File: src/swd_pkg.sv
// constants for the serial word decoder and its calibration sequencer
// assumes a 20 MHz system clock and an AHB-Lite register port
package swd_pkg;
   localparam int CLK_NS         = 50;
   localparam int STAGE_LONG_NS  = 650;
   localparam int STAGE_LAST_NS  = 350;
   localparam int SHORT_BUSY_NS  = 270;
   localparam int INIT_US        = 600;
   // longest times round down, never below one cycle
   localparam int STAGE_LONG_CYC = (STAGE_LONG_NS / CLK_NS) < 1 ? 1 : (STAGE_LONG_NS / CLK_NS);
   localparam int STAGE_LAST_CYC = (STAGE_LAST_NS / CLK_NS) < 1 ? 1 : (STAGE_LAST_NS / CLK_NS);
   localparam int SHORT_CYC      = (SHORT_BUSY_NS / CLK_NS) < 1 ? 1 : (SHORT_BUSY_NS / CLK_NS);
   localparam int INIT_CYC_DEF   = (INIT_US * 1000) / CLK_NS;

   // serial word layout
   localparam int WORD_BITS      = 29;
   localparam int RDWR_BIT       = 28;
   localparam int CHSEL_HI       = 27;
   localparam int CHSEL_LO       = 24;
   localparam int SETSEL_HI      = 23;
   localparam int SETSEL_LO      = 22;
   localparam int DATA_BITS      = 22;
   localparam int NUM_CH         = 4;

   // channel register fields
   localparam int CHANNEL_ENABLE_BIT_POS       = 21;
   localparam int FMODE_HI       = 20;
   localparam int FMODE_LO       = 19;
   localparam int CRANGE_HI      = 17;
   localparam int CRANGE_LO      = 15;
   localparam int CMPVI_POS      = 7;

   // force mode encodings
   localparam logic [1:0] FM_FV  = 2'h0;
   localparam logic [1:0] FM_FI  = 2'h1;
   localparam logic [1:0] FM_HZV = 2'h2;
   localparam logic [1:0] FM_HZI = 2'h3;

   typedef enum logic [1:0] {SET_CTRL, SET_GAIN, SET_OFFS, SET_INPUT} swd_set_t;

   // reset values
   localparam logic [15:0] GAIN_RST  = 16'hFFFF;
   localparam logic [15:0] OFFS_RST  = 16'h8000;
   localparam logic [15:0] INPUT_RST = 16'h0000;
   localparam logic [16:0] MID_CODE  = 17'h08000;

   // register map, byte addresses
   localparam logic [7:0] ADDR_CTRL   = 8'h00;
   localparam logic [7:0] ADDR_STATUS = 8'h04;
   localparam logic [7:0] ADDR_LAST   = 8'h08;
   localparam logic [7:0] ADDR_SYSCTL = 8'h0C;
   localparam logic [7:0] ADDR_X2_0   = 8'h10;
   localparam int CTRL_LOAD_POS  = 0;
   localparam int CTRL_HOLD_POS  = 1;
endpackage

File: src/swd_cal_engine.sv
// shared calibration sequencer: stage one per channel in turn, then stages two and three
// assumes a single synchronous start pulse with a non-zero channel mask
`timescale 1ns/100ps
`default_nettype none
module swd_cal_engine #(
   parameter int ST_LONG = swd_pkg::STAGE_LONG_CYC,
   parameter int ST_LAST = swd_pkg::STAGE_LAST_CYC
) (
   input  wire logic       clk_in,
   input  wire logic       rst_n_in,
   input  wire logic       start_in,
   input  wire logic [3:0] mask_in,
   output logic            busy_out,
   output logic            stb_out,
   output logic [1:0]      ch_out
);
   import swd_pkg::*;
   typedef enum logic [1:0] {EN_IDLE, EN_ST1, EN_ST2, EN_ST3} swd_eng_t;

   swd_eng_t    state_q;
   logic [3:0]  rem_q;
   logic [1:0]  cur_q;
   logic [7:0]  cnt_q;
   logic [3:0]  rem_left;

   function automatic logic [1:0] first_ch(input logic [3:0] m);
      logic [1:0] r;
      r = 2'h0;
      for (int i = 3; i >= 0; i--) begin
         if (m[i]) r = 2'(i);
      end
      return r;
   endfunction

   assign rem_left = rem_q & ~(4'h1 << cur_q);

   // ==========================================
   // stage sequencing
   always_ff @(posedge clk_in or negedge rst_n_in) begin
      if (!rst_n_in) begin
         state_q <= EN_IDLE;
         rem_q   <= 4'h0;
         cur_q   <= 2'h0;
         cnt_q   <= 8'h00;
         stb_out <= 1'b0;
      end else begin
         stb_out <= 1'b0;
         if (start_in) begin
            state_q <= EN_ST1;
            rem_q   <= mask_in;
            cur_q   <= first_ch(mask_in);
            // start cycle is already the first cycle of stage one
            cnt_q   <= (ST_LONG > 1) ? 8'(ST_LONG - 2) : 8'h00;
         end else if (cnt_q != 8'h00) begin
            cnt_q <= cnt_q - 8'h01;
         end else begin
            case (state_q)
               EN_ST1: begin
                  stb_out <= 1'b1;
                  rem_q   <= rem_left;
                  cnt_q   <= 8'(ST_LONG - 1);
                  if (rem_left != 4'h0) begin
                     cur_q <= first_ch(rem_left);
                  end else begin
                     state_q <= EN_ST2;
                  end
               end
               EN_ST2: begin
                  state_q <= EN_ST3;
                  cnt_q   <= 8'(ST_LAST - 1);
               end
               EN_ST3: state_q <= EN_IDLE;
               default: state_q <= EN_IDLE;
            endcase
         end
      end
   end

   assign busy_out = (state_q != EN_IDLE);
   assign ch_out   = cur_q;
endmodule
`default_nettype wire

File: src/swd_serial_decode.sv
// serial command word decoder with busy generation and load handling
// assumes pins arrive unsynchronised; registers are reached over AHB-Lite
// ==========================================
//
// Design decisions made here: the AHB-Lite interface to the registers and the placing of the registers.
`timescale 1ns/100ps
`default_nettype none
module swd_serial_decode #(
   parameter int INIT_CYC = swd_pkg::INIT_CYC_DEF
) (
   input  wire logic        clk_in,
   input  wire logic        rst_n_in,
   input  wire logic        hsel_in,
   input  wire logic [31:0] haddr_in,
   input  wire logic [1:0]  htrans_in,
   input  wire logic        hwrite_in,
   input  wire logic [2:0]  hsize_in,
   input  wire logic [31:0] hwdata_in,
   input  wire logic        hready_in,
   output logic [31:0]      hrdata_out,
   output logic             hreadyout_out,
   output logic             hresp_out,
   input  wire logic        sclk_in,
   input  wire logic        sdi_in,
   input  wire logic        sync_n_in,
   input  wire logic        load_n_in,
   input  wire logic        reset_pin_n_in,
   input  wire logic        busy_n_in,
   output logic             busy_n_out,
   output logic             busy_oe_out,
   output logic             update_out,
   output logic [3:0]       chan_enable_out
);
   import swd_pkg::*;

   // ==========================================
   // pin synchronisers
   localparam int NPIN = 6;
   logic [NPIN-1:0] pin_s1_q, pin_s2_q, pin_s3_q;
   logic sclk_fall, sync_fall, sync_rise, load_fall, rpin_fall;
   logic sdi_s, sync_s, load_s, rpin_s, bus_busy_n_s;

   always_ff @(posedge clk_in or negedge rst_n_in) begin
      if (!rst_n_in) begin
         pin_s1_q <= '1;
         pin_s2_q <= '1;
         pin_s3_q <= '1;
      end else begin
         pin_s1_q <= {busy_n_in, reset_pin_n_in, load_n_in, sync_n_in, sdi_in, sclk_in};
         pin_s2_q <= pin_s1_q;
         pin_s3_q <= pin_s2_q;
      end
   end

   assign sdi_s        = pin_s2_q[1];
   assign sync_s       = pin_s2_q[2];
   assign load_s       = pin_s2_q[3];
   assign rpin_s       = pin_s2_q[4];
   assign bus_busy_n_s = pin_s2_q[5];
   assign sclk_fall    = pin_s3_q[0] & ~pin_s2_q[0];
   assign sync_fall    = pin_s3_q[2] & ~pin_s2_q[2];
   assign sync_rise    = ~pin_s3_q[2] & pin_s2_q[2];
   assign load_fall    = pin_s3_q[3] & ~pin_s2_q[3];
   assign rpin_fall    = pin_s3_q[4] & ~pin_s2_q[4];

   // ==========================================
   // initialisation after power-on or reset pin
   logic [31:0] init_cnt_q;
   logic        init_act;

   always_ff @(posedge clk_in or negedge rst_n_in) begin
      if (!rst_n_in) begin
         init_cnt_q <= 32'(INIT_CYC);
      end else if (rpin_fall || !rpin_s) begin
         init_cnt_q <= 32'(INIT_CYC);
      end else if (init_cnt_q != 32'h0) begin
         init_cnt_q <= init_cnt_q - 32'h1;
      end
   end
   assign init_act = (init_cnt_q != 32'h0);

   // ==========================================
   // serial shift register
   logic [WORD_BITS-1:0] shift_q;
   logic [5:0]           bits_q;
   logic                 hold_q;
   logic                 frame_done;

   always_ff @(posedge clk_in or negedge rst_n_in) begin
      if (!rst_n_in) begin
         shift_q <= '0;
         bits_q  <= 6'h00;
      end else if (sync_fall) begin
         bits_q <= 6'h00;
      end else if (!sync_s && sclk_fall) begin
         shift_q <= {shift_q[WORD_BITS-2:0], sdi_s};
         if (bits_q != 6'h3F) bits_q <= bits_q + 6'h01;
      end
   end
   assign frame_done = sync_rise && (bits_q >= 6'(WORD_BITS)) && !init_act && !hold_q;

   // ==========================================
   // header decode
   logic                 is_read;
   logic [3:0]           chsel;
   swd_set_t             set_sel;
   logic [DATA_BITS-1:0] wdata;
   logic                 is_nop;

   assign is_read = shift_q[RDWR_BIT];
   assign chsel   = shift_q[CHSEL_HI:CHSEL_LO];
   assign set_sel = swd_set_t'(shift_q[SETSEL_HI:SETSEL_LO]);
   assign wdata   = shift_q[DATA_BITS-1:0];
   assign is_nop  = (chsel == 4'h0) && (set_sel == SET_INPUT) && (&wdata);

   function automatic logic fm_short(input logic [1:0] o, input logic [1:0] n);
      return (o == n) || (o == FM_HZI && n == FM_FI) || (o == FM_FI && n == FM_HZI)
          || (o == FM_FV && n == FM_HZV) || (o == FM_HZV && n == FM_FV);
   endfunction

   function automatic logic needs_cal(input logic [DATA_BITS-1:0] o, input logic [DATA_BITS-1:0] n);
      return (o[CRANGE_HI:CRANGE_LO] != n[CRANGE_HI:CRANGE_LO])
          || (o[CMPVI_POS] != n[CMPVI_POS])
          || !fm_short(o[FMODE_HI:FMODE_LO], n[FMODE_HI:FMODE_LO]);
   endfunction

   function automatic logic [15:0] correct(input logic [15:0] x, input logic [15:0] m,
                                           input logic [15:0] c);
      logic [33:0] p;
      logic [17:0] s;
      p = {18'h0, x} * {17'h0, {1'b0, m} + 17'h1};
      s = {1'b0, p[32:16]} + {2'h0, c} - {1'b0, MID_CODE};
      if (s[17]) return 16'h0000;
      if (s[16]) return 16'hFFFF;
      return s[15:0];
   endfunction

   // ==========================================
   // channel and dac storage
   logic [DATA_BITS-1:0] ch_shadow_q [NUM_CH];
   logic [DATA_BITS-1:0] ch_active_q [NUM_CH];
   logic [15:0]          gain_q      [NUM_CH];
   logic [15:0]          offs_q      [NUM_CH];
   logic [15:0]          input_q     [NUM_CH];
   logic [15:0]          cached_q    [NUM_CH];
   logic [15:0]          dac_out_q   [NUM_CH];
   logic [DATA_BITS-1:0] sysctl_q;
   logic [WORD_BITS-1:0] last_q;
   logic [3:0]           long_mask;
   logic                 eng_stb;
   logic [1:0]           eng_ch;
   logic                 apply;

   always_comb begin
      long_mask = 4'h0;
      for (int i = 0; i < NUM_CH; i++) begin
         if (chsel[i] && !is_read) begin
            if (set_sel == SET_INPUT) long_mask[i] = 1'b1;
            if (set_sel == SET_CTRL && needs_cal(ch_shadow_q[i], wdata))
               long_mask[i] = 1'b1;
         end
      end
   end

   always_ff @(posedge clk_in or negedge rst_n_in) begin
      if (!rst_n_in) begin
         for (int i = 0; i < NUM_CH; i++) begin
            ch_shadow_q[i] <= '0;
            gain_q[i]      <= GAIN_RST;
            offs_q[i]      <= OFFS_RST;
            input_q[i]     <= INPUT_RST;
         end
         sysctl_q <= '0;
         last_q   <= '0;
      end else if (init_act) begin
         for (int i = 0; i < NUM_CH; i++) begin
            ch_shadow_q[i] <= '0;
            gain_q[i]      <= GAIN_RST;
            offs_q[i]      <= OFFS_RST;
            input_q[i]     <= INPUT_RST;
         end
         sysctl_q <= '0;
      end else if (frame_done) begin
         last_q <= shift_q;
         if (!is_read && chsel == 4'h0 && set_sel == SET_CTRL) begin
            sysctl_q <= wdata;
         end
         for (int i = 0; i < NUM_CH; i++) begin
            if (!is_read && chsel[i]) begin
               case (set_sel)
                  SET_CTRL:  ch_shadow_q[i] <= wdata;
                  SET_GAIN:  gain_q[i]      <= wdata[15:0];
                  SET_OFFS:  offs_q[i]      <= wdata[15:0];
                  SET_INPUT: input_q[i]     <= wdata[15:0];
                  default:   ch_shadow_q[i] <= ch_shadow_q[i];
               endcase
            end
         end
      end
   end

   // cached words are written as each first stage ends, for the next channel left in the mask, or for the same channel when none is left
   always_ff @(posedge clk_in or negedge rst_n_in) begin
      if (!rst_n_in) begin
         for (int i = 0; i < NUM_CH; i++) cached_q[i] <= 16'h0000;
      end else if (eng_stb) begin
         cached_q[eng_ch] <= correct(input_q[eng_ch], gain_q[eng_ch], offs_q[eng_ch]);
      end
   end

   // ==========================================
   // busy generation
   logic [7:0] short_q;
   logic       eng_busy;
   logic       eng_start;
   logic       busy_int, busy_int_q;
   logic       short_start;

   assign eng_start   = frame_done && (long_mask != 4'h0);
   assign short_start = frame_done && long_mask == 4'h0 && !(is_nop && !is_read);

   swd_cal_engine #(
      .ST_LONG (STAGE_LONG_CYC),
      .ST_LAST (STAGE_LAST_CYC)
   ) u_engine (
      .clk_in   (clk_in),
      .rst_n_in (rst_n_in),
      .start_in (eng_start),
      .mask_in  (long_mask),
      .busy_out (eng_busy),
      .stb_out  (eng_stb),
      .ch_out   (eng_ch)
   );

   always_ff @(posedge clk_in or negedge rst_n_in) begin
      if (!rst_n_in) begin
         short_q <= 8'h00;
      end else if (short_start) begin
         // the start cycle itself is the first short busy cycle
         short_q <= 8'(SHORT_CYC - 1);
      end else if (short_q != 8'h00) begin
         short_q <= short_q - 8'h01;
      end
   end

   assign busy_int = init_act || eng_busy || (short_q != 8'h00) || eng_start || short_start;

   always_ff @(posedge clk_in or negedge rst_n_in) begin
      if (!rst_n_in) begin
         busy_n_out  <= 1'b0;
         busy_oe_out <= 1'b1;
         busy_int_q  <= 1'b1;
      end else begin
         busy_n_out  <= 1'b0;
         busy_oe_out <= busy_int;
         busy_int_q  <= busy_int;
      end
   end

   // ==========================================
   // load handling
   logic load_pend_q;
   logic sw_load;
   logic busy_end;

   assign busy_end = busy_int_q && !busy_int;
   assign apply    = load_pend_q && !busy_int && bus_busy_n_s && !busy_oe_out;

   always_ff @(posedge clk_in or negedge rst_n_in) begin
      if (!rst_n_in) begin
         load_pend_q <= 1'b0;
      end else if (init_act) begin
         load_pend_q <= 1'b0;
      end else if (load_fall || sw_load || (busy_end && !load_s)) begin
         load_pend_q <= 1'b1;
      end else if (apply) begin
         load_pend_q <= 1'b0;
      end
   end

   always_ff @(posedge clk_in or negedge rst_n_in) begin
      if (!rst_n_in) begin
         update_out      <= 1'b0;
         chan_enable_out <= 4'h0;
         for (int i = 0; i < NUM_CH; i++) begin
            ch_active_q[i] <= '0;
            dac_out_q[i]   <= 16'h0000;
         end
      end else begin
         update_out <= apply;
         if (apply) begin
            for (int i = 0; i < NUM_CH; i++) begin
               ch_active_q[i]     <= ch_shadow_q[i];
               dac_out_q[i]       <= cached_q[i];
               chan_enable_out[i] <= ch_shadow_q[i][CHANNEL_ENABLE_BIT_POS];
            end
         end
      end
   end

   // ==========================================
   // AHB-Lite register port
   logic       wr_pend_q;
   logic [7:0] wr_addr_q;
   logic       addr_ok;
   logic [7:0] a_addr;
   logic [31:0] rd_mux;

   assign a_addr  = haddr_in[7:0];
   assign addr_ok = hsel_in && htrans_in[1] && hready_in;

   always_comb begin
      rd_mux = 32'h0;
      case (a_addr)
         ADDR_CTRL:   rd_mux = {30'h0, hold_q, 1'b0};
         ADDR_STATUS: rd_mux = {27'h0, init_act, eng_busy, load_pend_q, bus_busy_n_s, busy_int};
         ADDR_LAST:   rd_mux = {3'h0, last_q};
         ADDR_SYSCTL: rd_mux = {10'h0, sysctl_q};
         default: begin
            for (int i = 0; i < NUM_CH; i++) begin
               if (a_addr == ADDR_X2_0 + 8'(4 * i))
                  rd_mux = {dac_out_q[i], cached_q[i]};
            end
         end
      endcase
   end

   always_ff @(posedge clk_in or negedge rst_n_in) begin
      if (!rst_n_in) begin
         wr_pend_q     <= 1'b0;
         wr_addr_q     <= 8'h00;
         hrdata_out    <= 32'h0;
         hreadyout_out <= 1'b1;
         hresp_out     <= 1'b0;
      end else begin
         hreadyout_out <= 1'b1;
         hresp_out     <= 1'b0;
         wr_pend_q     <= addr_ok && hwrite_in;
         if (addr_ok) wr_addr_q <= a_addr;
         if (addr_ok && !hwrite_in) hrdata_out <= rd_mux;
      end
   end

   assign sw_load = wr_pend_q && (wr_addr_q == ADDR_CTRL) && hwdata_in[CTRL_LOAD_POS];

   always_ff @(posedge clk_in or negedge rst_n_in) begin
      if (!rst_n_in) begin
         hold_q <= 1'b0;
      end else if (wr_pend_q && wr_addr_q == ADDR_CTRL) begin
         hold_q <= hwdata_in[CTRL_HOLD_POS];
      end
   end
endmodule
`default_nettype wire

File: config.mk
export PLATFORM = sky130hd
export DESIGN_NAME = swd_serial_decode
export DESIGN_NICKNAME = d
export VERILOG_FILES = /design/src/swd_pkg.sv /design/src/swd_cal_engine.sv /design/src/swd_serial_decode.sv
export SDC_FILE = /design/constraint.sdc
export NUM_CORES = 2
export LEC_CHECK = 0
export BUFFER_PORTS_ARGS = -buffer_cell sky130_fd_sc_hd__buf_2
export CORE_ASPECT_RATIO = 0.7
export CORE_MARGIN = 1.5
export CORE_UTILIZATION = 63
export DETAILED_ROUTE_END_ITERATION = 16
export PLACE_DENSITY_LB_ADDON = 0.12
export SYNTH_ARGS = -nofsm -noshare
export SYNTH_HDL_FRONTEND = slang
export SYNTH_HIERARCHICAL = 1
export SYNTH_SLANG_ARGS = --single-unit
File: constraint.sdc
create_clock -name clk_in -period 13.1 [get_ports clk_in]
set_clock_uncertainty 0.1 [all_clocks]
set_input_delay 2.62 -clock clk_in [delete_from_list [all_inputs] [get_ports clk_in]]
set_output_delay 2.62 -clock clk_in [all_outputs]
set_load 0.02 [all_outputs]
==> summary.md <==
| Metric | Value |
|---|---|
| Post-CTS sizing | `0` |
| Most frequent cells in the layout | `dfrtp_1, nand2_1, inv_1` |
| Avg Synthesized Cell Area | `10.4 sq um` |
| Die height | `197 microns` |
| Clock Latency Late Sink | `580 ps` |
| TritonCTS buffer count | `47` |
| LEAKAGE | `17.5 nW` |
| Synthesis warning total | `6` |
| Sequential share of power | `52.8%` |
| H-tree levels | `2` |
| Commonest non-fill, non-tap cell in the layout | `dfrtp_1` |
| Largest net degree at the start of global routing | `198` |
| Die W | `280 microns` |
| Hold path cells | `0` |
| Cell area after synthesis | `33,900 sq um` |
| EDFF count, synth | `0` |
| Number of global-route vias before repair | `25,219` |
| Worst endpoint required time | `13,480 ps` |
| Peak VDD IR | `0.129 mV` |
| Routing usage on met3 | `8.22%` |
| Worst Tran Pin Value | `1330 ps` |
| Boundary Pins | `121` |
| Rel. slew slack | `10.9%` |
| Setup crit end kind | `register` |
| Share of synthesized flip-flops with an asynchronous set or reset | `100%` |
| Starting density of the core | `64.4%` |
| Worst Path Max Fanout | `22` |
| TNS Setup | `0 ps` |
| Buffers on Ports | `59` |
| Core area | `52,600 sq um` |
| Fin Hold WS | `256 ps` |
| Combinational Power Share | `3.1%` |
| Layout cells sized above 1 | `16.0%` |
| Clock power frac | `44.1%` |
| Vias per cell | `6.12` |
| Distinct cells, synth | `78` |
| Max_cap viols | `0` |
| Reg2Reg Launch Point | `u_engine/ch_out[0]` |
| Synth Register Bits | `551` |
| CP Launch Type | `register` |
| First-pass DRT Iterations | `6` |
| Final cycle utilization of the critical path | `95.5%` |
| CTS tree | `built` |
| Internal power component | `0.00260 W` |
| Max clock buf depth | `3` |
| Outcome | `completed` |
| Switching Fraction | `22.4%` |
| Sequential element share of the synthesized area | `41.0%` |
| GR Overflow Total | `0` |
| Fin crit period | `12,510 ps` |
| Routed len/inst | `21.1 microns` |
| RSZ-0062 raised after global routing | `false` |
| Total power density per cell area | `91.3 nW/um^2` |
| Beginning of the worst hold path | `pin_s1_q[5]` |
| Slowest stage delay, CP | `770 ps` |
| Final setup vio count | `0` |
| GR Layer Usage met1 | `46.6%` |
| R2R cell count | `37` |
| DRC errors left | `0` |
| Data arrival, critical path | `12,900 ps` |
| GPL Wtd Cong | `0.922` |
| Reg2reg end | `cached_q[37]` |
| Remaining antenna violation count | `0` |
| Hold Vio Cnt, Final | `0` |
| CP Class | `reg -> reg` |
| DR iter-0 viols | `2,100` |
| Total wire length | `84,500 microns` |
| Post-Syn Instances | `3,261` |
| Worst hold endpoint | `pin_s2_q[5]` |
| Antenna violations before repair | `4` |
| CTS sink cnt | `551` |
| CTS Hold Buffers Added | `0` |
| Cell taking the most area after synthesis | `dfrtp_1` |
| DP Worst Slack | `893 ps` |
| Fillcell total | `3,805` |
| Synth area leaders | `dfrtp_1, fa_1, dfstp_2` |
| Slowest CP cell | `a211oi_1` |
| Most used routing layer | `met2` |
| Top cell type's share of synthesized area | `34.0%` |
| Min-Delay Path Class | `reg -> reg` |
| Die area | `55,200 sq um` |
| Max Clk Rate | `0.0799 GHz` |
| # rows | `70` |
| Setup WS post-layout | `587 ps` |
| GR Util met2 | `47.6%` |
| CTS clk-pin slew, worst paths | `70 ps` |
| Critical Path Most Common Cell | `fa_1` |
| First-pass GRT wire length | `137,000 microns` |
| DR vias | `24,564` |
| Final Net Count | `3,685` |
| Area Growth Syn to Fin | `8.17%` |
| Total Power | `0.00335 W` |
| Post-DP HPWL | `58,900 microns` |
| Most used DFF post-synth | `dfrtp_1` |
| GRT Util Overall | `31.8%` |
| Net switching power | `0.000750 W` |
| Clock Tree Root | `clkbuf_16` |
| Post-CTS Setup Inserts | `0` |
| Max Slew Vio Count | `0` |
| R2R setup slack | `590 ps` |
power by group through the flow:
stage	Combinational (W)	Clock, W	Sequential (W)
after floorplan	0.0000404	0	0.00179
after global placement	0.000102	0	0.00179
after detailed placement	0.000106	0	0.00180
after CTS	0.000107	0.00150	0.00177
after global routing	0.000118	0.00157	0.00177
final	0.000104	0.00148	0.00177
synthesized netlist by cell type, drive strengths merged (67+ instances only):
library cell,instances
dfrtp,460
mux2,141
o21ai,174
nand2,432
and2,68
a21oi,116
o31ai,67
nor2,267
inv,283
ha,144
clkbuf,151
fa,208
dfstp,91
worst max path at each step:
stage / startpoint / end
6_report: u_engine/ch_out[0] / cached_q[37]
5_1_grt: u_engine/ch_out[0] / cached_q[40]
4_1_cts: u_engine/ch_out[0] / cached_q[37]
3_5_place_dp: u_engine/ch_out[0] / cached_q[37]
3_3_place_gp: u_engine/ch_out[0] / cached_q[9]
2_1_floorplan: u_engine/ch_out[1] / cached_q[45]
final cells by class:
cell class | count | area, sq um | area share (%)
repair buffers | 118 | 777 | 2.12
flip-flops and latches | 551 | 13900 | 37.9
multi-input cells | 2252 | 18400 | 50.1
inverters | 283 | 1060 | 2.90
well taps | 720 | 901 | 2.46
diodes | 1 | 2.50 | 0.00683
clock inverters | 24 | 263 | 0.717
clock buffers | 64 | 1370 | 3.74
routing by layer:
metal,vias to the layer above,part of all wire [%]
met5,-,0
met4,0,2.4
met3,159,9.9
met2,980,44
met1,12434,43
li1,10991,-
flip-flops by register name, indices dropped and copies added (netlist names), 4 cells and up:
register	cells
ch_shadow_q	24
offs_q	64
dac_out_q	64
wr_addr_q	8
chan_enable_out	4
short_q	8
hrdata_out	32
pin_s2_q	6
gain_q	64
pin_s1_q	6
u_engine/rem_q	4
cached_q	64
u_engine/cnt_q	8
last_q	29
bits_q	6
sysctl_q	22
input_q	64
shift_q	29
init_cnt_q	32
through the flow:
stage,instances,util [%],instance area (sq um)
finish,4013,69.6,36700
floorplan,3262,-,33900
detailed placement,3924,66.5,35000
global placement,3923,66.5,35000
CTS,4012,69.6,36700
global route,4012,69.6,36700
kinds of logic (layout without fill, tap and decap cells):
logic type      after synthesis  count (layout)  synth area share (%)
buf+inv                     459             489                  5.22
other cells                   2               4                0.0222
xor+xnor                    110             110                  2.84
mux                         245             245                  9.53
fa+ha+maj                   352             352                  17.6
simple gates                977             977                  13.1
flops                       551             551                  41.0
compound gates              565             565                  10.7
worst max-delay path, delay by kind of cell, from the launching register on:
kind	cells	cell delay, ps
adder cells (fa/ha/maj)	10	4130
AO/OA/AOI/OAI	10	3450
AND/OR/NAND/NOR	8	1650
XOR/XNOR	3	980
buffers and inverters	5	720
multiplexers	1	710
flip-flops	1	640
(Power assumes the default switching activity.)
